`src/rtl/vsf_pkg.sv`:
```
// Constants, types and helpers of the voltage supervisor block.
// Assumes a 50 MHz ref_clk and classic Wishbone with 32-bit data.
//
// Behaviour
// - OV on an own regulator rail switches it off until the fault clears.
// - Supervision and flag reporting run only while failsafe_enable is 1.
// - Core monitor covers buck one, or buck one and two when multiphase.
// - Core OV impact: 00 none, 01 fail-safe, 1x fail-safe and reset.
// - Core UV impact: 00 none, 01 fail-safe (default), 1x both.
// - Core impact fields are written and accepted only in the init phase.
// - Core OV recognised after persisting 25 or 45 us, one-bit select.
// - Core UV recognised after persisting 5, 15, 25 or 40 us.
// - Core OV and UV thresholds come from 8-bit programmed codes.
// - Host writes 5-bit offset and its complement; 6.25 mV per count.
// - Core ramp starts only after a confirmed complement write.
// - A wrong complement skips scaling; core output stays unchanged.
// - Thresholds move to the scaled target at once on a good complement.
// - Scaling ramp finishes inside the core OV filter time.
// - 3-bit select names the I/O rail source; external never switched off.
// - I/O faults always apply their configured reset and fail-safe reaction.
// - I/O impact codes decode like core; defaults OV 1x, UV 01.
package vsf_pkg;

  // Clock and filter times
  localparam int CLK_PERIOD_NS = 20;
  localparam int OV_FILT_A_US  = 25;
  localparam int OV_FILT_B_US  = 45;
  localparam int UV_FILT_0_US  = 5;
  localparam int UV_FILT_1_US  = 15;
  localparam int UV_FILT_2_US  = 25;
  localparam int UV_FILT_3_US  = 40;
  localparam int RAMP_STEP_NS  = 1000;

  // Least times round up, the ramp step rounds down
  localparam logic [11:0] OV_A_CYC =
    12'((OV_FILT_A_US * 1000 + CLK_PERIOD_NS - 1) / CLK_PERIOD_NS);
  localparam logic [11:0] OV_B_CYC =
    12'((OV_FILT_B_US * 1000 + CLK_PERIOD_NS - 1) / CLK_PERIOD_NS);
  localparam logic [11:0] UV_0_CYC =
    12'((UV_FILT_0_US * 1000 + CLK_PERIOD_NS - 1) / CLK_PERIOD_NS);
  localparam logic [11:0] UV_1_CYC =
    12'((UV_FILT_1_US * 1000 + CLK_PERIOD_NS - 1) / CLK_PERIOD_NS);
  localparam logic [11:0] UV_2_CYC =
    12'((UV_FILT_2_US * 1000 + CLK_PERIOD_NS - 1) / CLK_PERIOD_NS);
  localparam logic [11:0] UV_3_CYC =
    12'((UV_FILT_3_US * 1000 + CLK_PERIOD_NS - 1) / CLK_PERIOD_NS);
  localparam logic [5:0]  RAMP_CYC =
    6'(RAMP_STEP_NS / CLK_PERIOD_NS);

  // Register byte offsets
  localparam logic [7:0] REG_IMPACT  = 8'h00;
  localparam logic [7:0] REG_VSC_OFF = 8'h04;
  localparam logic [7:0] REG_VSC_INV = 8'h08;
  localparam logic [7:0] REG_STATUS  = 8'h0c;
  localparam logic [7:0] REG_IRQ_ST  = 8'h10;
  localparam logic [7:0] REG_IRQ_MSK = 8'h14;

  // Monitor channel indices, impact field is bits 2*i+1:2*i
  localparam int MON_CORE_OV = 0;
  localparam int MON_CORE_UV = 1;
  localparam int MON_IO_OV   = 2;
  localparam int MON_IO_UV   = 3;
  localparam int MON_N       = 4;

  // Reset values and field limits
  localparam logic [7:0] IMPACT_RST  = 8'h66;
  localparam logic [4:0] OFF_RST     = 5'h00;
  localparam logic [4:0] INV_RST     = 5'h1f;
  localparam logic [4:0] OFF_MAX     = 5'h10;
  localparam logic [2:0] IO_SRC_EXT  = 3'h0;

  // Status and interrupt bit positions
  localparam int ST_BUSY  = 4;
  localparam int ST_INIT  = 5;
  localparam int ST_EN    = 6;
  localparam int ST_VOUT  = 8;
  localparam int ST_TH    = 16;
  localparam int IRQ_DONE = 4;
  localparam int IRQ_REJ  = 5;
  localparam int IRQ_W    = 6;

  typedef enum logic [0:0] {
    VSF_VSC_IDLE = 1'b0,
    VSF_VSC_RAMP = 1'b1
  } vsf_vsc_e;

  typedef struct packed {
    logic        cyc;
    logic        stb;
    logic        we;
    logic [7:0]  adr;
    logic [3:0]  sel;
    logic [31:0] dat;
  } vsf_wb_req_s;

  typedef struct packed {
    logic       core_ov_filter_sel;
    logic [1:0] core_uv_filter_sel;
    logic       io_ov_filter_sel;
    logic [1:0] io_uv_filter_sel;
    logic [7:0] core_ov_threshold_code;
    logic [7:0] core_uv_threshold_code;
    logic [2:0] io_monitor_source_sel;
  } vsf_otp_s;

  typedef struct packed {
    logic [11:0] cnt;
    logic        out;
  } vsf_filt_s;

  function automatic logic [11:0] vsf_uv_cyc(input logic [1:0] sel);
    logic [11:0] r;
    case (sel)
      2'h0:    r = UV_0_CYC;
      2'h1:    r = UV_1_CYC;
      2'h2:    r = UV_2_CYC;
      default: r = UV_3_CYC;
    endcase
    return r;
  endfunction

endpackage

```
`src/rtl/vsf_deglitch.sv`:
```
// Persistence filter for one comparator level.
// Assumes the level is already synchronised to ref_clk.
`timescale 1ns/1ns
module vsf_deglitch (
  input  wire logic        ref_clk,
  input  wire logic        reset,
  input  wire logic        enable,
  input  wire logic        level,
  input  wire logic [11:0] limit,
  output logic             filtered
);

  vsf_pkg::vsf_filt_s s_reg;
  vsf_pkg::vsf_filt_s s_next;

  // Any drop restarts the count, so short glitches never pass
  always_comb begin
    s_next = s_reg;
    if (!enable || !level) begin
      s_next.cnt = 12'h000;
      s_next.out = 1'b0;
    end else if (s_reg.cnt != limit) begin
      s_next.cnt = s_reg.cnt + 12'h001;
    end
    s_next.out = enable && level && (s_next.cnt == limit);
  end

  // State register
  always_ff @(posedge ref_clk or posedge reset) begin
    if (reset) begin
      s_reg <= '0;
    end else begin
      s_reg <= s_next;
    end
  end

  assign filtered = s_reg.out;

endmodule

```
`src/rtl/vsf_supervisor.sv`:
```
// Voltage supervisor control: filters, reactions, scaling, registers.
// Assumes comparator levels arrive asynchronously from the analog side;
// fail-safe phase and enable come from logic on ref_clk.
`timescale 1ns/1ns
module vsf_supervisor (
  input  wire logic                  ref_clk,
  input  wire logic                  reset,
  input  wire vsf_pkg::vsf_wb_req_s  wb_req,
  output logic [31:0]                wb_dat_o,
  output logic                       wb_ack_o,
  input  wire logic [3:0]            mon_cmp_raw,
  input  wire logic                  failsafe_enable,
  input  wire logic                  failsafe_init_phase,
  input  wire logic                  core_multiphase,
  input  wire vsf_pkg::vsf_otp_s     otp_cfg,
  output logic                       failsafe_out_n,
  output logic                       reset_out_n,
  output logic                       irq_out,
  output logic [1:0]                 core_buck_off,
  output logic [7:0]                 io_reg_off,
  output logic [7:0]                 core_ov_threshold_code,
  output logic [7:0]                 core_uv_threshold_code,
  output logic [4:0]                 threshold_offset,
  output logic [4:0]                 scaling_offset_out
);

  // All state of this module
  typedef struct packed {
    logic [3:0]                      sync1;
    logic [3:0]                      sync2;
    logic [3:0]                      flt_q;
    logic [7:0]                      impact;
    logic [4:0]                      vsc_off;
    logic [4:0]                      vsc_inv;
    logic [4:0]                      th_off;
    logic [4:0]                      vout_off;
    vsf_pkg::vsf_vsc_e               vsc;
    logic [5:0]                      tick_cnt;
    logic [vsf_pkg::IRQ_W-1:0]       irq_stat;
    logic [vsf_pkg::IRQ_W-1:0]       irq_mask;
    logic                            ack;
    logic [31:0]                     rdata;
    logic                            fs_n;
    logic                            rst_n;
    logic                            irq;
    logic [1:0]                      core_off;
    logic [7:0]                      io_off;
    logic [7:0]                      ov_th;
    logic [7:0]                      uv_th;
  } vsf_state_s;

  vsf_state_s s_reg;
  vsf_state_s s_next;

  logic [3:0]  flt;
  logic [3:0]  fs_req;
  logic [3:0]  rst_req;
  logic [11:0] lim [vsf_pkg::MON_N];

  // Filter lengths picked by the programmed selects
  // core OV filter
  assign lim[vsf_pkg::MON_CORE_OV] = otp_cfg.core_ov_filter_sel ?
                                     vsf_pkg::OV_B_CYC :
                                     vsf_pkg::OV_A_CYC;
  assign lim[vsf_pkg::MON_CORE_UV] =
    vsf_pkg::vsf_uv_cyc(otp_cfg.core_uv_filter_sel);
  assign lim[vsf_pkg::MON_IO_OV]   = otp_cfg.io_ov_filter_sel ?
                                     vsf_pkg::OV_B_CYC :
                                     vsf_pkg::OV_A_CYC;
  assign lim[vsf_pkg::MON_IO_UV]   =
    vsf_pkg::vsf_uv_cyc(otp_cfg.io_uv_filter_sel);

  // One filter and one impact decode per monitor channel
  genvar gi;
  generate
    for (gi = 0; gi < vsf_pkg::MON_N; gi = gi + 1) begin : g_mon
      vsf_deglitch u_filt (
        .ref_clk  (ref_clk),
        .reset    (reset),
        .enable   (failsafe_enable),
        .level    (s_reg.sync2[gi]),
        .limit    (lim[gi]),
        .filtered (flt[gi])
      );
      assign fs_req[gi]  = flt[gi] &&
                           (s_reg.impact[2*gi +: 2] != 2'h0);
      assign rst_req[gi] = flt[gi] && s_reg.impact[2*gi+1];
    end
  endgenerate

  // Bus request decode; only the word address matters
  logic       acc;
  logic       wr;
  logic       rd;
  logic [7:0] badr;
  logic       wr_lo;
  logic       inv_ok;

  assign acc   = wb_req.cyc && wb_req.stb && !s_reg.ack;
  assign wr    = acc && wb_req.we;
  assign rd    = acc && !wb_req.we;
  assign badr  = {wb_req.adr[7:2], 2'h0};
  assign wr_lo = wr && wb_req.sel[0];

  // complement check, offsets above the table are refused too
  assign inv_ok = (wb_req.dat[4:0] == ~s_reg.vsc_off) &&
                  (s_reg.vsc_off <= vsf_pkg::OFF_MAX);

  // Next-state logic
  always_comb begin
    logic [vsf_pkg::IRQ_W-1:0] set;
    logic [vsf_pkg::IRQ_W-1:0] clr;
    logic                      tick;
    set  = '0;
    clr  = '0;
    tick = 1'b0;
    s_next = s_reg;

    // Comparator levels cross in two flops before the filters
    s_next.sync1 = mon_cmp_raw;
    s_next.sync2 = s_reg.sync1;
    s_next.flt_q = flt;

    // Wishbone answer one cycle after the request, one cycle long
    s_next.ack   = acc;
    s_next.rdata = 32'h0000_0000;

    // Register reads; unmapped words read zero
    if (rd) begin
      case (badr)
        vsf_pkg::REG_IMPACT: begin
          s_next.rdata[7:0] = s_reg.impact;
        end
        vsf_pkg::REG_VSC_OFF: begin
          s_next.rdata[4:0] = s_reg.vsc_off;
        end
        vsf_pkg::REG_VSC_INV: begin
          s_next.rdata[4:0] = s_reg.vsc_inv;
        end
        vsf_pkg::REG_STATUS: begin
          s_next.rdata[3:0] = flt;
          s_next.rdata[vsf_pkg::ST_BUSY] =
            (s_reg.vsc == vsf_pkg::VSF_VSC_RAMP);
          s_next.rdata[vsf_pkg::ST_INIT] = failsafe_init_phase;
          s_next.rdata[vsf_pkg::ST_EN]   = failsafe_enable;
          s_next.rdata[vsf_pkg::ST_VOUT +: 5] = s_reg.vout_off;
          s_next.rdata[vsf_pkg::ST_TH +: 5]   = s_reg.th_off;
        end
        vsf_pkg::REG_IRQ_ST: begin
          s_next.rdata[vsf_pkg::IRQ_W-1:0] = s_reg.irq_stat;
        end
        vsf_pkg::REG_IRQ_MSK: begin
          s_next.rdata[vsf_pkg::IRQ_W-1:0] = s_reg.irq_mask;
        end
        default: begin
          s_next.rdata = 32'h0000_0000;
        end
      endcase
    end

    // Register writes; all writable fields sit in byte lane 0
    if (wr_lo) begin
      case (badr)
        vsf_pkg::REG_IMPACT: begin
          if (failsafe_init_phase) begin
            s_next.impact = wb_req.dat[7:0];
          end
        end
        vsf_pkg::REG_VSC_OFF: begin
          if (failsafe_init_phase &&
              s_reg.vsc == vsf_pkg::VSF_VSC_IDLE) begin
            s_next.vsc_off = wb_req.dat[4:0];
          end
        end
        vsf_pkg::REG_VSC_INV: begin
          if (failsafe_init_phase &&
              s_reg.vsc == vsf_pkg::VSF_VSC_IDLE) begin
            s_next.vsc_inv = wb_req.dat[4:0];
            if (inv_ok) begin
              s_next.th_off   = s_reg.vsc_off;
              s_next.vsc      = vsf_pkg::VSF_VSC_RAMP;
              s_next.tick_cnt = 6'h00;
            end else begin
              set[vsf_pkg::IRQ_REJ] = 1'b1;
            end
          end
        end
        vsf_pkg::REG_IRQ_ST: begin
          clr = wb_req.dat[vsf_pkg::IRQ_W-1:0];
        end
        vsf_pkg::REG_IRQ_MSK: begin
          s_next.irq_mask = wb_req.dat[vsf_pkg::IRQ_W-1:0];
        end
        default: begin
          s_next.irq_mask = s_reg.irq_mask;
        end
      endcase
    end

    // Scaling ramp, one 6.25 mV count per step period.
    // Sixteen steps take well under the shortest OV filter time.
    case (s_reg.vsc)
      vsf_pkg::VSF_VSC_IDLE: begin
        s_next.tick_cnt = 6'h00;
      end
      vsf_pkg::VSF_VSC_RAMP: begin
        tick = (s_reg.tick_cnt == vsf_pkg::RAMP_CYC - 6'h01);
        s_next.tick_cnt = tick ? 6'h00 : s_reg.tick_cnt + 6'h01;
        if (tick) begin
          if (s_reg.vout_off < s_reg.th_off) begin
            s_next.vout_off = s_reg.vout_off + 5'h01;
          end else if (s_reg.vout_off > s_reg.th_off) begin
            s_next.vout_off = s_reg.vout_off - 5'h01;
          end
          if (s_next.vout_off == s_reg.th_off) begin
            s_next.vsc = vsf_pkg::VSF_VSC_IDLE;
            set[vsf_pkg::IRQ_DONE] = 1'b1;
          end
        end
      end
      default: begin
        s_next.vsc = vsf_pkg::VSF_VSC_IDLE;
      end
    endcase

    // Sticky events: a fault newly recognised on any channel
    set[3:0] = flt & ~s_reg.flt_q;

    // Set beats a clear in the same cycle, so no event is lost
    s_next.irq_stat = (s_reg.irq_stat & ~clr) | set;
    s_next.irq      = |(s_next.irq_stat & s_next.irq_mask);

    s_next.fs_n  = ~|fs_req;
    s_next.rst_n = ~|rst_req;

    s_next.core_off[0] = flt[vsf_pkg::MON_CORE_OV];
    s_next.core_off[1] = flt[vsf_pkg::MON_CORE_OV] && core_multiphase;

    s_next.io_off = 8'h00;
    if (otp_cfg.io_monitor_source_sel != vsf_pkg::IO_SRC_EXT) begin
      s_next.io_off[otp_cfg.io_monitor_source_sel] =
        flt[vsf_pkg::MON_IO_OV];
    end

    s_next.ov_th = otp_cfg.core_ov_threshold_code;
    s_next.uv_th = otp_cfg.core_uv_threshold_code;
  end

  // State register; outputs start inactive after reset
  always_ff @(posedge ref_clk or posedge reset) begin
    if (reset) begin
      s_reg          <= '0;
      s_reg.impact   <= vsf_pkg::IMPACT_RST;
      s_reg.vsc_off  <= vsf_pkg::OFF_RST;
      s_reg.vsc_inv  <= vsf_pkg::INV_RST;
      s_reg.th_off   <= vsf_pkg::OFF_RST;
      s_reg.vout_off <= vsf_pkg::OFF_RST;
      s_reg.vsc      <= vsf_pkg::VSF_VSC_IDLE;
      s_reg.fs_n     <= 1'b1;
      s_reg.rst_n    <= 1'b1;
    end else begin
      s_reg <= s_next;
    end
  end

  // Outputs straight from the state register
  assign wb_dat_o               = s_reg.rdata;
  assign wb_ack_o               = s_reg.ack;
  assign failsafe_out_n         = s_reg.fs_n;
  assign reset_out_n            = s_reg.rst_n;
  assign irq_out                = s_reg.irq;
  assign core_buck_off          = s_reg.core_off;
  assign io_reg_off             = s_reg.io_off;
  assign core_ov_threshold_code = s_reg.ov_th;
  assign core_uv_threshold_code = s_reg.uv_th;
  assign threshold_offset       = s_reg.th_off;
  assign scaling_offset_out     = s_reg.vout_off;

endmodule

```
`config.mk`:
```
export PLATFORM = sky130hd
export DESIGN_NAME = vsf_supervisor
export DESIGN_NICKNAME = d
export VERILOG_FILES = /design/src/rtl/vsf_pkg.sv /design/src/rtl/vsf_deglitch.sv /design/src/rtl/vsf_supervisor.sv
export SDC_FILE = /design/constraint.sdc
export NUM_CORES = 1
export LEC_CHECK = 0
export ABC_CLOCK_PERIOD_IN_PS = 5890
export BUFFER_PORTS_ARGS = -buffer_cell sky130_fd_sc_hd__buf_2
export CORE_AREA = 2 2 95 189
export CTS_BUF_LIST = sky130_fd_sc_hd__clkbuf_8
export DETAILED_ROUTE_END_ITERATION = 7
export DIE_AREA = 0 0 97 191
export PLACE_DENSITY_LB_ADDON = 0.08
export SLEW_MARGIN = 20
export SYNTH_ARGS = -nofsm -noshare
export SYNTH_HDL_FRONTEND = slang
export SYNTH_SLANG_ARGS = --single-unit
```
`constraint.sdc`:
```
create_clock -name ref_clk -period 5.89 [get_ports ref_clk]
set_input_delay 0.2945 -clock ref_clk [delete_from_list [all_inputs] [get_ports ref_clk]]
set_output_delay 0.2945 -clock ref_clk [all_outputs]
set_load 0.02 [all_outputs]
```
# --- Word level (Yosys, flattened, before mapping) ---
# Index checks and enable logic that the tools add are counted.
word_totals:
  regBits: 173
classes:
  bitwise_logic: 9
  eq_ne: 20
  mux: 46
  reduce_logical: 54
  n_addsub: 7
  magnitude_cmp: 5
op_table:
  columns: ["op", "n"]
  rows:
  - ["two-way mux 12 bit", 10]
  - ["case mux 11 bit (3 select lines)", 2]
  - ["adder 12 x 1 -> 12 bit (second input constant)", 4]
  - ["two-way mux 5 bit", 6]
  - ["two-way mux 6 bit", 5]
  - ["case mux 5 bit (6 select lines)", 1]
  - ["two-way mux 7 bit", 4]
  - ["logical AND 1 bit", 25]
  - ["equality test 12 x 11 -> 1 bit", 2]
  - ["equality test 12 bit", 2]
  - ["inequality test 12 x 11 -> 1 bit", 2]
  - ["inequality test 12 bit", 2]
  - ["two-way mux 21 bit", 1]
  - ["bitwise AND 6 bit", 2]
  - ["equality test 6 x 2 -> 1 bit (second input constant)", 2]
  - ["equality test 6 x 3 -> 1 bit (second input constant)", 2]
  - ["two-way mux 1 bit", 12]
  - ["case mux 6 bit (2 select lines)", 1]
  - ["equality test 5 bit", 2]
  - ["zero test 1 bit", 9]
  - ["AND reduction 3 bit", 3]
  - ["bitwise AND 8 bit", 1]
  - ["zero test 8 bit", 1]
  - ["two-way mux 8 bit", 1]
  - ["other kinds (29)", 39]

# --- Depth between registers and ports, before layout ---
depth:
  word_depth: 12
  mapped_depth: 10
  mapped_depth_nobuf: 9

# --- Modules after synthesis ---
# Synthesis repeated with hierarchy kept, for this count alone.
unflattened:
  hier_cells: 939
  hier_area_um2: 9342.7
by_module_without_submodules:
  columns: ["mod", "instances", "area_per_inst_um2", "cells_per_inst"]
  rows:
  - ["vsf_supervisor", 1, 5185.0, 475]
  - ["vsf_deglitch (g_mon[0].u_filt ...)", 3, 1037.2, 117]
  - ["vsf_deglitch (g_mon[2].u_filt)", 1, 1046.0, 113]

# --- Worst setup path after synthesis ---
# No wires, ideal clock.
synth_path:
  kind: "input-to-reg"
  start: "input port otp_cfg[19] in the netlist's numbering"
  end: "register g_mon[3].u_filt.s_reg (netlist bit g_mon[3].u_filt.filtered)"
  path_stages: 9
  t_arrival_ps: 2329
  setup_slack_ps: 3450
  path_buffers: 1
  path_cell_list: "inv_1 ha_1 or3_1 a2111oi_2 and3_1 buf_6 a31oi_4 or3_1 a2111oi_2"
synth_rtl:
  columns: ["element", "line", "rtl"]
  rows:
  - ["from (decl)", "vsf_supervisor.sv:15", "input wire vsf_pkg::vsf_otp_s otp_cfg,"]
  - ["to (signal assigned)", "vsf_deglitch.sv:33", "s_reg <= s_next;"]
  - ["to (decl)", "vsf_deglitch.sv:13", "vsf_pkg::vsf_filt_s s_reg;"]

==> flow_results.org <==
** Synth
- Mean cell area of the mapped netlist :: 10.0 sq um
- In this run, synthesis inferred 0 flip-flops with an integrated enable.
- Number of warnings reported in the yosys synthesis log :: 0
- Sorting the synthesized cells by area gives the leading types as sky130_fd_sc_hd__dfrtp_1, sky130_fd_sc_hd__buf_4, sky130_fd_sc_hd__ha_1.
- Of the post-synthesis cell area, the dominant cell type holds 0.437.
- In this run, distinct cell masters in the synthesized netlist total 70.
- Share of the yosys chip area belonging to registers :: 0.472
- Synth cell count leaders :: sky130_fd_sc_hd__dfrtp_1, sky130_fd_sc_hd__nor2_1, sky130_fd_sc_hd__buf_4
- Share of async-settable or async-resettable flops after synthesis :: 1.00
- Post-synthesis instance area :: between 8000 and 9000 sq um
- Gate count after technology mapping :: roughly 840
- For this run, the leading register cell type out of synthesis is sky130_fd_sc_hd__dfrtp_1.
- Largest area contributor in the netlist :: sky130_fd_sc_hd__dfrtp_1
- The synthesized design contains around 160 register bits.
- Among all cell types in the netlist, the one instantiated most often is sky130_fd_sc_hd__dfrtp_1.

** Route
- Final routed wire length divided by cell count :: 15.1 microns
- Detailed routing inserted a total of 6058 vias.
- The count of nets left with antenna violations once routing finished came out at 0.
- Post-route DRC :: 0
- The routed design has approximately 17000 microns of wire.
- Number of DRC markers in iteration 0 :: 193
- TritonRoute pass-1 iters :: 5
- Dividing the detail-routed via count by the number of cells gives roughly 5.4.

** Final layout
- From synthesis to final layout, the design area changed by 10.0%.
- Of the cells placed in the final design, the portion with a size suffix greater than 1 is 0.208.
- # nets final :: around 1000
- Final core utilization :: 0.541
- Number of antenna repair diodes :: 0
- Number of flip-flops in the largest register :: 48
- Post-route cell area :: between 9000 and 10000 sq um

** Setup path
- CP peak stage delay :: 450 ps
- Buffers & Inverters on Critical Path :: 0
- In this run the worst path has a maximum fanout of 6.
- Data on the critical path arrives at its endpoint at 2990 ps.
- Crit Path Class :: register to register
- Crit-path leading delay family :: simple AND/OR/NAND/NOR gates
- Required time of the worst setup path :: approximately 6200 ps
- Critical path's most frequent cell :: sky130_fd_sc_hd__a2111oi_2
- The worst setup path is launched from a register.
- For this design, the slowest cell found on the critical path is sky130_fd_sc_hd__a2111oi_2.
- Category of the worst setup path capture point :: register
- Critical path cell sequence :: or3_1, a2111oi_2, and3_1, nor3_1, nor4_2, nand4b_1, a2111oi_2

** Die
- Height of the die :: 191 microns
- Die outline width :: around 97 microns
- Core Box Area :: between 15000 and 20000 sq um
- Site Rows :: slightly below 70
- # IOs :: approximately 150
- Starting Density :: 0.492
- The die covers approximately 19000 sq um.

** Global route
- The number of global-route vias before repair was about 5800.
- Across every metal layer, demand over resource in global routing totals 0.189.
- Global routing finished with a remaining overflow of 0.
- The first global-routing pass estimated approximately 29000 microns of wire.
- Number of antenna violations at the first check in global routing :: 0
- Maximum number of pins on one net before global-route repair :: between 100 and 150

** Timing
- Hold Slack :: ~2.3 ps
- Hold Violations, Final :: 0
- Count of pins over their slew limit :: 0
- PnR worst setup slack :: approximately 3200 ps
- Remaining max-slew budget at the tightest pin :: 0.312
- Slew @ Worst Pin :: between 1000 and 1500 ps
- Setup repair after global routing left no endpoint under its margin.
- For this run, the top clock speed supported by timing is between 300 and 400 MHz.
- Setup violations remaining at the end of the flow were counted as 0.
- Final worst path period share :: 0.450
- The clock period could shrink to about 2700 ps.
- For the final database, setup skew stands at 12.1 ps.
- Setup total negative slack on the finished layout was measured at 0 ps.

** CTS
- Counting every sink on the clock net gives 158.
- Number of H-tree levels :: 4
- The clock passes through at most 2 buffers.
- After clock tree synthesis, the clock-pin slew on the worst setup and hold paths is 90 ps.
- The tree is rooted in a sky130_fd_sc_hd__clkbuf_8.
- TritonCTS clock tree :: yes
- Gates resized during post-CTS repair numbered 0.
- Clock latency on the worst-skew pair, taken at its later pin, is between 400 and 500 ps.
- Counting the buffers created by CTS gives 17.

** Status
- The run finished with clean final reports.

** Place
- Minimum setup slack after placement :: 2900 ps
- The congestion estimate from routability-driven global placement came to about 0.84.
- Half-perimeter wire length after placement :: 12000 microns
- After detailed placement, the total cell area comes to between 8000 and 9000 sq um.
- Buffers placed on the I/O ports in this run total between 100 and 150.

** Power
- Across the VDD grid, the largest voltage drop is approximately 140 uV.
- Power spread over the standard cell area amounts to between 200 and 250 nW/um^2.
- For this design the static power due to leakage is 4.17 nW.

** Min path
- Class of the most critical hold timing path :: input port to async pin

** Flow run
- Max-cap violations in this run came to 0.
## final timing paths
kind	slack, ps	start	cells after the start	end
worst max-delay path	3240	g_mon[3].u_filt.s_reg[11]$_DFF_PP0_	7	g_mon[3].u_filt.filtered$_DFF_PP0_
worst min-delay path	2	reset	2	io_reg_off[5]$_DFF_PP0_
worst max register to register	3240	g_mon[3].u_filt.s_reg[11]$_DFF_PP0_	7	g_mon[3].u_filt.filtered$_DFF_PP0_
worst min register to register	350	s_next[116]$_DFF_PP0_	0	s_reg[116]$_DFF_PP0_
max in group asynchronous	4850	reset	3	s_reg[102]$_DFFE_PP1P_
min in group ref_clk	30	otp_cfg[0]	2	io_reg_off[2]$_DFF_PP0_
## power by group
group | total, mW | internal, mW | leakage (nW) | switching, mW
Clock | 0.815 | 0.383 | 0.199 | 0.432
Combinational | 0.147 | 0.0526 | 1.92 | 0.0942
Sequential | 1.11 | 1.10 | 2.05 | 0.00914
## cells in the final DEF (no fill, tap or decap), drive strengths merged, types with 7 or more instances in the layout
cell         instances
a21oi               26
a22oi                8
a31oi                7
and2                11
and3                11
buf                110
clkbuf              17
clkinv               7
conb                15
dfrtp              147
dfstp               11
dlygate4sd3         20
ha                  25
inv                 44
mux2                24
mux2i               13
nand2               55
nand2b              14
nand3               30
nand4               12
nor2                71
nor3                16
nor4                17
o21ai               42
o22ai               10
o31ai                7
or3                 10
xnor2               32
xor2                32
## cell families after synthesis
| logic type | after synthesis | share of synthesized area |
|---|---|---|
| compound gates | 130 | 0.0998 |
| xor+xnor | 64 | 0.0666 |
| fa+ha+maj | 25 | 0.0372 |
| buf+inv | 137 | 0.0935 |
| flops | 158 | 0.472 |
| mux | 37 | 0.0476 |
| other cells | 1 | 0.000446 |
| simple gates | 289 | 0.183 |
## what timing repair did
action,4_1_cts,5_1_grt
hold buffers,20,0
endpoints found under the hold margin,20,0
setup buffers,0,0
## through the flow
step / total power [mW] / std cells
finish: 2.07 / 1130
detailed placement: 1.27 / 1078
global placement: 1.27 / 1078
global route: 2.16 / 1130
floorplan: 1.23 / 855
CTS: 2.10 / 1130
## area by class of cell
cell class              count  area, sq um
well taps                 210          263
clock buffers              17          234
multi-input cells         560         3720
repair buffers            130          753
clock inverters            15          163
fillers                  1576         7850
inverters                  40          158
flip-flops and latches    158         3970
## layer usage
layer	share of wire	global-route usage	wire length [microns]	vias to the layer above
li1	-	-	-	2971
met1	0.47	0.257	8040	2938
met2	0.48	0.309	8170	134
met3	0.038	0.0325	642	15
met4	0.013	0.0596	216	0
met5	0	0	0	-
Power figures use the tool's default switching activity.
